## config.mk

```make
export PLATFORM = sky130hd
export DESIGN_NAME = bdalu_core
export DESIGN_NICKNAME = d
export VERILOG_FILES = /design/src/bdalu_core.v
export VERILOG_INCLUDE_DIRS = /design/src /design/src/include
export SDC_FILE = /design/constraint.sdc
export NUM_CORES = 1
export LEC_CHECK = 0
export BUFFER_PORTS_ARGS = -buffer_cell sky130_fd_sc_hd__buf_2
export CORE_UTILIZATION = 60
export DETAILED_ROUTE_END_ITERATION = 6
export PLACE_DENSITY = 0.93
export SETUP_SLACK_MARGIN = 0.05
export SLEW_MARGIN = 25
export SYNTH_ARGS = -nofsm -noshare
export SYNTH_HDL_FRONTEND = slang
export SYNTH_SLANG_ARGS = --single-unit
```

## constraint.sdc

```tcl
create_clock -name ref_clk -period 5.5 [get_ports ref_clk]
set_input_delay 0.825 -clock ref_clk [delete_from_list [all_inputs] [get_ports ref_clk]]
set_output_delay 0.825 -clock ref_clk [all_outputs]
set_load 0.1 [all_outputs]
```

## src/include/bdalu_regs.vh

```
// constants for the binary/decimal alu with feeder registers
// Contract
// - two 16-bit feeder registers of two 8-bit halves, chained for shifting
// - four feeder actions by two mode lines: right, left, load, hold
// - a feeder loads from the bus when named as destination
// - one-bit shifts move the 32-bit a:b chain, end-off
// - registers change at cycle end; shifted copy goes to destination meanwhile
// - three inserts merge a nybble or byte of a into b word
// - pass ops route a or b unmodified to the destination
// - invert drives ones' complement of a onto the bus
// - bit tests read one bit of a into condition bit zero
// - bit index from dest field low 4 bits or b low 4 bits
// - bit test suppresses destination decoding for its whole instruction
// - six binary add/subtract ops on 16-bit two's-complement operands with carry, overflow
// - binary carries kept in condition register for multiple precision
// - decimal ops use low bytes as two packed bcd digits, byte result
// - carry out of high decimal digit saved in condition register
// - decimal subtract is ten's complement add; no carry leaves negative result
// - first-pass decimal ops ignore stored carry but store new carry
// - extended decimal ops use stored carry and store new carry
// - decimal adder runs beside binary alu, corrects digit sums over nine
// - decimal subtract nine's-complements one input; the first-pass form forces low carry in
// - xor, or, and computed in binary alu, chosen only by 5-bit op
// - compare does signed and unsigned compare together, both into condition register
// - binary ops take one micro-cycle, decimal ops take two
// - bus drivers enabled only for alu formats that carry a destination
`ifndef BDALU_REGS_VH
`define BDALU_REGS_VH
// feeder mode codes
`define BDALU_MODE_HOLD   2'h0
`define BDALU_MODE_RIGHT  2'h1
`define BDALU_MODE_LEFT   2'h2
`define BDALU_MODE_LOAD   2'h3
// alu op codes (5 bits)
`define BDALU_OP_PASS_A   5'h00
`define BDALU_OP_PASS_B   5'h01
`define BDALU_OP_SHR      5'h02
`define BDALU_OP_SHL      5'h03
`define BDALU_OP_INS1     5'h04
`define BDALU_OP_INS2     5'h05
`define BDALU_OP_INSB     5'h06
`define BDALU_OP_INV      5'h07
`define BDALU_OP_BT_REG   5'h08
`define BDALU_OP_BT_FLD   5'h09
`define BDALU_OP_ADD      5'h0a
`define BDALU_OP_BAD      5'h0b
`define BDALU_OP_BINARY_ADD_WITH_CARRY     5'h0c
`define BDALU_OP_SUB      5'h0d
`define BDALU_OP_BSB      5'h0e
`define BDALU_OP_BINARY_SUBTRACT_WITH_BORROW     5'h0f
`define BDALU_OP_DAD      5'h10
`define BDALU_OP_DECIMAL_ADD_EXTENDED     5'h11
`define BDALU_OP_DSB      5'h12
`define BDALU_OP_DECIMAL_SUBTRACT_EXTENDED     5'h13
`define BDALU_OP_XOR      5'h14
`define BDALU_OP_IOR      5'h15
`define BDALU_OP_AND      5'h16
`define BDALU_OP_CMP      5'h17
// condition register bit positions
`define BDALU_CR_BIT      0
`define BDALU_CR_CARRY    1
`define BDALU_CR_OVF      2
`define BDALU_CR_DCARRY   3
`define BDALU_CR_SLT      4
`define BDALU_CR_SEQ      5
`define BDALU_CR_ULT      6
`define BDALU_CR_UEQ      7
`define BDALU_CR_W        8
`define BDALU_CR_RST      8'h00
`define BDALU_REG_RST     16'h0000
`endif

```

## src/bdalu_core.v

```verilog
// binary/decimal alu datapath with linked a and b feeder registers
`timescale 1ns/1ps
`include "bdalu_regs.vh"
module bdalu_core #(
	parameter W = 16
) (
	ref_clk,
	rst,
	alu_valid,
	alu_has_dest,
	alu_op,
	dest_field,
	dest_is_a,
	dest_is_b,
	cr_load,
	bus_in,
	bus_out,
	bus_oe,
	dest_enable,
	result_valid,
	busy,
	a_out,
	b_out,
	cr_out
);
	input  wire                ref_clk;
	input  wire                rst;
	input  wire                alu_valid;
	input  wire                alu_has_dest;
	input  wire [4:0]          alu_op;
	input  wire [4:0]          dest_field;
	input  wire                dest_is_a;
	input  wire                dest_is_b;
	input  wire                cr_load;
	input  wire [W-1:0]        bus_in;
	output reg  [W-1:0]        bus_out;
	output reg                 bus_oe;
	output reg                 dest_enable;
	output reg                 result_valid;
	output reg                 busy;
	output reg  [W-1:0]        a_out;
	output reg  [W-1:0]        b_out;
	output reg  [`BDALU_CR_W-1:0] cr_out;

	localparam ST_IDLE = 2'b01;
	localparam ST_DEC2 = 2'b10;

	reg [W-1:0]            a_q;
	reg [W-1:0]            b_q;
	reg [`BDALU_CR_W-1:0]  cr_q;
	reg [`BDALU_CR_W-1:0]  cr_d;
	reg [1:0]              st_q;
	reg [7:0]              dres_q;
	reg                    dcar_q;
	reg                    ddst_q;
	reg [W-1:0]            res;
	reg                    res_ok;
	reg [1:0]              mode_a;
	reg [1:0]              mode_b;
	reg [W:0]              sum;
	reg                    cin;
	reg                    is_sub;
	reg                    bt_bit;
	reg                    use_dec;
	reg                    dsub;
	reg                    dcin;
	reg [8:0]              dsum;
	wire [7:0]             dop_b;

	// one bcd digit add with correction above nine
	function [4:0] bcd_digit;
		input [3:0] x;
		input [3:0] y;
		input       c;
		reg   [4:0] s;
		reg   [4:0] adj;
		begin
			s   = {1'b0, x} + {1'b0, y} + {4'h0, c};
			// adding six skips the six unused codes and sets the digit carry
			adj = s + 5'h06;
			if (s > 5'h09)
				bcd_digit = {1'b1, adj[3:0]};
			else
				bcd_digit = s;
		end
	endfunction

	// nine's complement of a digit
	function [3:0] nines;
		input [3:0] d;
		begin
			nines = 4'h9 - d;
		end
	endfunction

	// one-bit end-off right shift of the a:b chain; the bit leaving b is lost
	function [2*W-1:0] chain_shr;
		input [2*W-1:0] c;
		begin
			chain_shr = {1'b0, c[2*W-1:1]};
		end
	endfunction

	// one-bit end-off left shift of the a:b chain; the bit leaving a is lost
	function [2*W-1:0] chain_shl;
		input [2*W-1:0] c;
		begin
			chain_shl = {c[2*W-2:0], 1'b0};
		end
	endfunction

	// one shifted copy feeds both the output and the feeders,
	// so the destination sees exactly what a holds after the edge
	wire [2*W-1:0] chain_r;
	wire [2*W-1:0] chain_l;
	assign chain_r = chain_shr({a_q, b_q});
	assign chain_l = chain_shl({a_q, b_q});

	assign dop_b = dsub ? {nines(b_q[7:4]), nines(b_q[3:0])} : b_q[7:0];

	// operation decode from the 5-bit op field, gated by alu_valid and the state; dest_field, dest_is_a and dest_is_b also feed it
	always @* begin
		res    = a_q;
		res_ok = 1'b1;
		mode_a = `BDALU_MODE_HOLD;
		mode_b = `BDALU_MODE_HOLD;
		cin    = 1'b0;
		is_sub = 1'b0;
		use_dec = 1'b0;
		dsub   = 1'b0;
		dcin   = 1'b0;
		cr_d   = cr_q;
		bt_bit = 1'b0;
		sum    = {1'b0, a_q} + {1'b0, b_q};
		dsum   = 9'h000;
		case (alu_op)
			`BDALU_OP_ADD, `BDALU_OP_BAD, `BDALU_OP_BINARY_ADD_WITH_CARRY,
			`BDALU_OP_SUB, `BDALU_OP_BSB, `BDALU_OP_BINARY_SUBTRACT_WITH_BORROW: begin
				is_sub = (alu_op == `BDALU_OP_SUB) || (alu_op == `BDALU_OP_BSB) || (alu_op == `BDALU_OP_BINARY_SUBTRACT_WITH_BORROW);
				// extended forms chain the stored carry for multi-word work
				if (alu_op == `BDALU_OP_BINARY_ADD_WITH_CARRY || alu_op == `BDALU_OP_BINARY_SUBTRACT_WITH_BORROW)
					cin = cr_q[`BDALU_CR_CARRY];
				else
					cin = is_sub;
				sum = {1'b0, a_q} + {1'b0, (is_sub ? ~b_q : b_q)} + {{W{1'b0}}, cin};
				res = sum[W-1:0];
				cr_d[`BDALU_CR_CARRY] = sum[W];
				cr_d[`BDALU_CR_OVF] = (a_q[W-1] == (is_sub ? ~b_q[W-1] : b_q[W-1])) && (sum[W-1] != a_q[W-1]);
			end
			`BDALU_OP_DAD, `BDALU_OP_DECIMAL_ADD_EXTENDED, `BDALU_OP_DSB, `BDALU_OP_DECIMAL_SUBTRACT_EXTENDED: begin
				use_dec = 1'b1;
				dsub = (alu_op == `BDALU_OP_DSB) || (alu_op == `BDALU_OP_DECIMAL_SUBTRACT_EXTENDED);
				if (alu_op == `BDALU_OP_DAD)
					dcin = 1'b0;
				else if (alu_op == `BDALU_OP_DSB)
					dcin = 1'b1;
				else
					dcin = cr_q[`BDALU_CR_DCARRY];
				res_ok = 1'b0;
			end
			`BDALU_OP_SHR: begin
				mode_a = `BDALU_MODE_RIGHT;
				mode_b = `BDALU_MODE_RIGHT;
				res = chain_r[2*W-1:W];
			end
			`BDALU_OP_SHL: begin
				mode_a = `BDALU_MODE_LEFT;
				mode_b = `BDALU_MODE_LEFT;
				res = chain_l[2*W-1:W];
			end
			`BDALU_OP_INS1: res = {b_q[W-1:4], a_q[3:0]};
			`BDALU_OP_INS2: res = {b_q[W-1:8], a_q[7:4], b_q[3:0]};
			`BDALU_OP_INSB: res = {b_q[W-1:8], a_q[7:0]};
			`BDALU_OP_PASS_A: res = a_q;
			`BDALU_OP_PASS_B: res = b_q;
			`BDALU_OP_INV: res = ~a_q;
			`BDALU_OP_BT_REG, `BDALU_OP_BT_FLD: begin
				if (alu_op == `BDALU_OP_BT_FLD)
					bt_bit = a_q[dest_field[3:0]];
				else
					bt_bit = a_q[b_q[3:0]];
				cr_d[`BDALU_CR_BIT] = bt_bit;
				res_ok = 1'b0;
			end
			`BDALU_OP_XOR: res = a_q ^ b_q;
			`BDALU_OP_IOR: res = a_q | b_q;
			`BDALU_OP_AND: res = a_q & b_q;
			`BDALU_OP_CMP: begin
				cr_d[`BDALU_CR_SLT] = $signed(a_q) < $signed(b_q);
				cr_d[`BDALU_CR_SEQ] = a_q == b_q;
				cr_d[`BDALU_CR_ULT] = a_q < b_q;
				cr_d[`BDALU_CR_UEQ] = a_q == b_q;
				res_ok = 1'b0;
			end
			default: res_ok = 1'b0;
		endcase
		// decimal adder sits beside the binary path, on low bytes only
		begin : dec_blk
			reg [4:0] lo;
			reg [4:0] hi;
			lo = bcd_digit(a_q[3:0], dop_b[3:0], dcin);
			hi = bcd_digit(a_q[7:4], dop_b[7:4], lo[4]);
			dsum = {hi[4], hi[3:0], lo[3:0]};
		end
		// bus load overrides hold; named destination always wins
		if (dest_is_a)
			mode_a = `BDALU_MODE_LOAD;
		if (dest_is_b)
			mode_b = `BDALU_MODE_LOAD;
		if (!alu_valid || st_q != ST_IDLE) begin
			mode_a = dest_is_a ? `BDALU_MODE_LOAD : `BDALU_MODE_HOLD;
			mode_b = dest_is_b ? `BDALU_MODE_LOAD : `BDALU_MODE_HOLD;
			cr_d = cr_q;
			use_dec = 1'b0;
			res_ok = 1'b0;
		end
	end

	// feeder registers, two 8-bit halves each, chained a:b for shifts
	always @(posedge ref_clk or posedge rst) begin
		if (rst) begin
			a_q <= `BDALU_REG_RST;
			b_q <= `BDALU_REG_RST;
		end else begin
			case (mode_a)
				`BDALU_MODE_RIGHT: a_q <= chain_r[2*W-1:W];
				`BDALU_MODE_LEFT:  a_q <= chain_l[2*W-1:W];
				`BDALU_MODE_LOAD:  a_q <= bus_in;
				default:           a_q <= a_q;
			endcase
			case (mode_b)
				`BDALU_MODE_RIGHT: b_q <= chain_r[W-1:0];
				`BDALU_MODE_LEFT:  b_q <= chain_l[W-1:0];
				`BDALU_MODE_LOAD:  b_q <= bus_in;
				default:           b_q <= b_q;
			endcase
		end
	end

	// decimal ops take a second cycle; result and carry land then
	always @(posedge ref_clk or posedge rst) begin
		if (rst) begin
			st_q   <= ST_IDLE;
			dres_q <= 8'h00;
			dcar_q <= 1'b0;
			ddst_q <= 1'b0;
			cr_q   <= `BDALU_CR_RST;
		end else begin
			case (st_q)
				ST_IDLE: begin
					if (use_dec) begin
						st_q   <= ST_DEC2;
						dres_q <= dsum[7:0];
						dcar_q <= dsum[8];
						// remember the format, the bus is only driven a cycle later
						ddst_q <= alu_has_dest;
					end
					// a bus load of the condition register wins over the alu's own update
					if (cr_load)
						cr_q <= bus_in[`BDALU_CR_W-1:0];
					else
						cr_q <= cr_d;
				end
				ST_DEC2: begin
					// ops offered in this cycle are dropped; only feeder loads go through
					st_q <= ST_IDLE;
					cr_q[`BDALU_CR_DCARRY] <= dcar_q;
				end
				default: st_q <= ST_IDLE;
			endcase
		end
	end

	// registered outputs; drivers only for alu formats with a destination
	always @(posedge ref_clk or posedge rst) begin
		if (rst) begin
			bus_out      <= `BDALU_REG_RST;
			bus_oe       <= 1'b0;
			dest_enable  <= 1'b0;
			result_valid <= 1'b0;
			busy         <= 1'b0;
			a_out        <= `BDALU_REG_RST;
			b_out        <= `BDALU_REG_RST;
			cr_out       <= `BDALU_CR_RST;
		end else begin
			if (st_q == ST_DEC2) begin
				bus_out      <= {{(W-8){1'b0}}, dres_q};
				// a decimal op without a destination still runs but never drives the bus
				bus_oe       <= ddst_q;
				dest_enable  <= ddst_q;
				result_valid <= ddst_q;
			end else begin
				bus_out      <= res;
				bus_oe       <= res_ok && alu_has_dest;
				dest_enable  <= res_ok && alu_has_dest;
				result_valid <= res_ok && alu_has_dest;
			end
			busy   <= use_dec;
			a_out  <= a_q;
			b_out  <= b_q;
			cr_out <= cr_q;
		end
	end
endmodule

```

==> impl_metrics.yaml <==
drt:
  firstDrtPassIters: 5
  drc: 0
  wl_per_cell_um: 21.1
  routed_wl_um: 24600
  vias: 7813
  drt-vias-per-instance: 6.71
  ant_nets: 0
  drt_iter0_markers: 1150
yosys:
  synth-warning-count: 0
  synth_compound_area_frac: 0.223
  ys.flop_type: "dfrtp_1"
  ys_seq_area_frac: 0.340
  synth_fp_nets: 1040
  ys_seq_elements: 110
  synth_fa_ha_area_frac: 0.126
  synth.distinct_cells: 72
  synth_mux_area_frac: 0.0469
  synth_simple_gate_area_share: 0.165
  synth_area_um2: 8110
  synthArstFlopShare: 1.00
  synth_cells: 929
  avgSynthCellArea_um2: 8.73
  synth_edf_count: 0
  synth_top_family_by_area: "compound AO/OA/AOI/OAI gates"
  synthXorXnorAreaFrac: 0.0356
timing:
  whs_ns: 0.389
  setup_viol: 0
  drv_slew: 0
  finClkSkew_ns: 0.0135
  finalCriticalPeriod_ns: 5.11
  finalHoldViolations: 0
  tightest_slew_ns: 0.921
  rsz0062_at_grt: "false"
  final.setup.worst_slack_ns: 0.386
  tns_ns: 0
  timing.fmax_mhz: 196
  relSlewSlack: 0.384
  finalCritPeriodShare: 0.930
critical_path:
  end_kind: "flip-flop"
  cpMostUsedCell: "fa_1"
  arrival_ns: 5.40
  worst_setup_path_start_kind: "primary input"
  cp.buffers_inverters: 2
  cp_slowest_stage_delay_ns: 0.47
  cp_top_family: "adder cells"
  crit_fanout: 11
  required_ns: 5.79
  path_cells: "buf_2, nor3_4, xnor2_1, fa_1, fa_1, xnor2_2, ha_1, a21oi_1, a21boi_1, fa_1, inv_1, fa_1, xnor2_1, ha_1, nand2_1, o21ai_0, o31a_1, mux2_1, o21ai_0"
  path_class: "in2reg"
  cp_slowest_cell: "fa_1"
cells_and_area:
  fill_cells: 1050
  fin_nets: 1094
  synthToLayoutAreaGrowth_pct: 10.6
  drive_gt1_frac: 0.160
  n_antenna_cell: 0
  instances_no_fill: 1164
clocking:
  holdBufCountCts: 0
  clk_path_buf_depth: 2
  clockRootBuffer: "clkbuf_16"
  h-tree-depth: 3
  path_clk_slew_ns: 0.08
  numCtsBuffers: 9
  clock_latency_ns: 0.38
  clock-sinks: 110
  cts_tree: "built"
global_routing:
  grt_pass1_vias: 7321
  grt_max_degree: 59
  grtUsageMet2: 0.534
  grt.total_usage: 0.364
  antenna_found_initial: 0
  grt_pass1_wl_um: 39100
  grt_use_met1: 0.498
  met3_usage: 0.0946
  gr-total-overflow: 0
  top_usage_layer: "met2"
pwr:
  p_per_area_nw_per_um2: 362
  ir_drop_v: 0.000274
  finalPower_mw: 3.25
  leakagePower_nw: 4.10
floorplanning:
  core-area_um2: 13200
  die_y_um: 118
  start_util: 0.615
  die_width_um: 118
  ios: 93
  dieArea_um2: 14000
  rows: 42
placement:
  place_ws_ns: 0.0245
  gp_congestion: 1.02
  io_buffers: 91
  detailed_place_hpwl_um: 17400
  dp_cells: 1148
job:
  cap_violations: 0
hold_path:
  hold_path.class: "reg2reg"
outcome:
  status: "finished clean"
==> layer usage <==
metal,vias up,wire length [um]
li1,3437,-
met1,3661,9420
met2,607,10900
met3,108,3180
met4,0,1120
met5,-,0
==> cell families (layout without fill, tap and decap cells) <==
kind of cell | Yosys count | after routing
DFF | 110 | 110
and+or+nand+nor | 274 | 274
buffers and inverters | 119 | 178
adders and majority gates | 78 | 78
xor gates and xnor gates | 33 | 33
muxes | 25 | 25
AOI/OAI and AO/OA | 290 | 290
==> cells in the final DEF (no fill, tap or decap), drive strengths merged, types with 8 or more instances in the layout <==
| cell | Yosys | routed |
|---|---|---|
| buf | 32 | 108 |
| a31oi | 11 | 11 |
| a221oi | 21 | 21 |
| mux4 | 10 | 10 |
| inv | 54 | 58 |
| dfrtp | 109 | 109 |
| nor4 | 9 | 9 |
| nand3 | 34 | 34 |
| nand2b | 11 | 11 |
| nor2 | 46 | 46 |
| clkbuf | 33 | 9 |
| nor3 | 18 | 18 |
| and3 | 10 | 10 |
| nand2 | 113 | 113 |
| a211oi | 12 | 12 |
| xnor2 | 29 | 29 |
| o21ai | 62 | 62 |
| ha | 72 | 72 |
| mux2i | 11 | 11 |
| a21oi | 115 | 115 |
| nor2b | 8 | 8 |
==> what timing repair did <==
item / in CTS / in global routing
buffers inserted: 0 / 0
gates resized for setup: 0 / 1
endpoints found under the setup margin: 0 / 1
==> cells in the mapped netlist, drive strengths merged (12+ instances only) <==
master  count  area share
clkbuf     33       0.015
nor2       46       0.022
inv        54       0.025
dfrtp     109        0.34
ha         72        0.11
a221oi     21       0.023
buf        32       0.024
nand2     113       0.053
nor3       18       0.017
nand3      34       0.021
a21oi     115       0.072
xnor2      29       0.031
a211oi     12       0.011
o21ai      62       0.039
==> registers in the layout (all words and copies together), names as in the netlist <==
register and count:
st_q 2, cr_q 8, b_out 16, result_valid 1
busy 1, cr_out 8, dres_q 8, bus_out 16
dcar_q 1, ddst_q 1, b_q 16, a_q 16
a_out 16
==> stage by stage <==
stage          area (um2)  utilization
2_1_floorplan        8120            -
3_3_place_gp         8600        0.652
3_5_place_dp         8610        0.653
4_1_cts              8950        0.678
5_1_grt              8970        0.680
6_report             8970        0.680
==> layout make-up <==
type                    count  area, um2  share of cell area
multi-input cells         700       4860               0.542
flip-flops and latches    110       2750               0.307
repair buffers            108        591              0.0659
clock buffers               9        225              0.0251
well taps                 176        220              0.0246
inverters                  54        205              0.0229
clock inverters             7        110              0.0123
==> where the power goes <==
part	switching (mW)	leakage (nW)	internal, mW
registers	0.145	1.35	0.940
logic	1.03	2.59	0.404
clock network	0.351	0.163	0.375
==> path summary, 6_finish.rpt <==
path,from,endpoint,slack [ns],depth (start not counted)
setup / recovery,alu_op[2],dres_q[6],0.39,19
hold / removal,cr_q[2],cr_out[2],0.39,0
setup reg to reg,b_q[0],dres_q[6],0.73,18
hold reg to reg,cr_q[2],cr_out[2],0.39,0
max in group asynchronous,rst,a_q[2],3.80,3
min in group asynchronous,rst,bus_out[12],0.54,2
==> worst register-to-register path, delay by kind of cell, from the launching register on <==
family	cells	cell delay (ns)
and+or+nand+nor	1	0.07
muxes	1	0.33
buffers and inverters	2	0.22
xor gates and xnor gates	3	0.69
DFF	1	0.39
adders and majority gates	6	2.07
AOI/OAI and AO/OA	5	0.89
No activity file was read; power rests on OpenSTA's default activity.
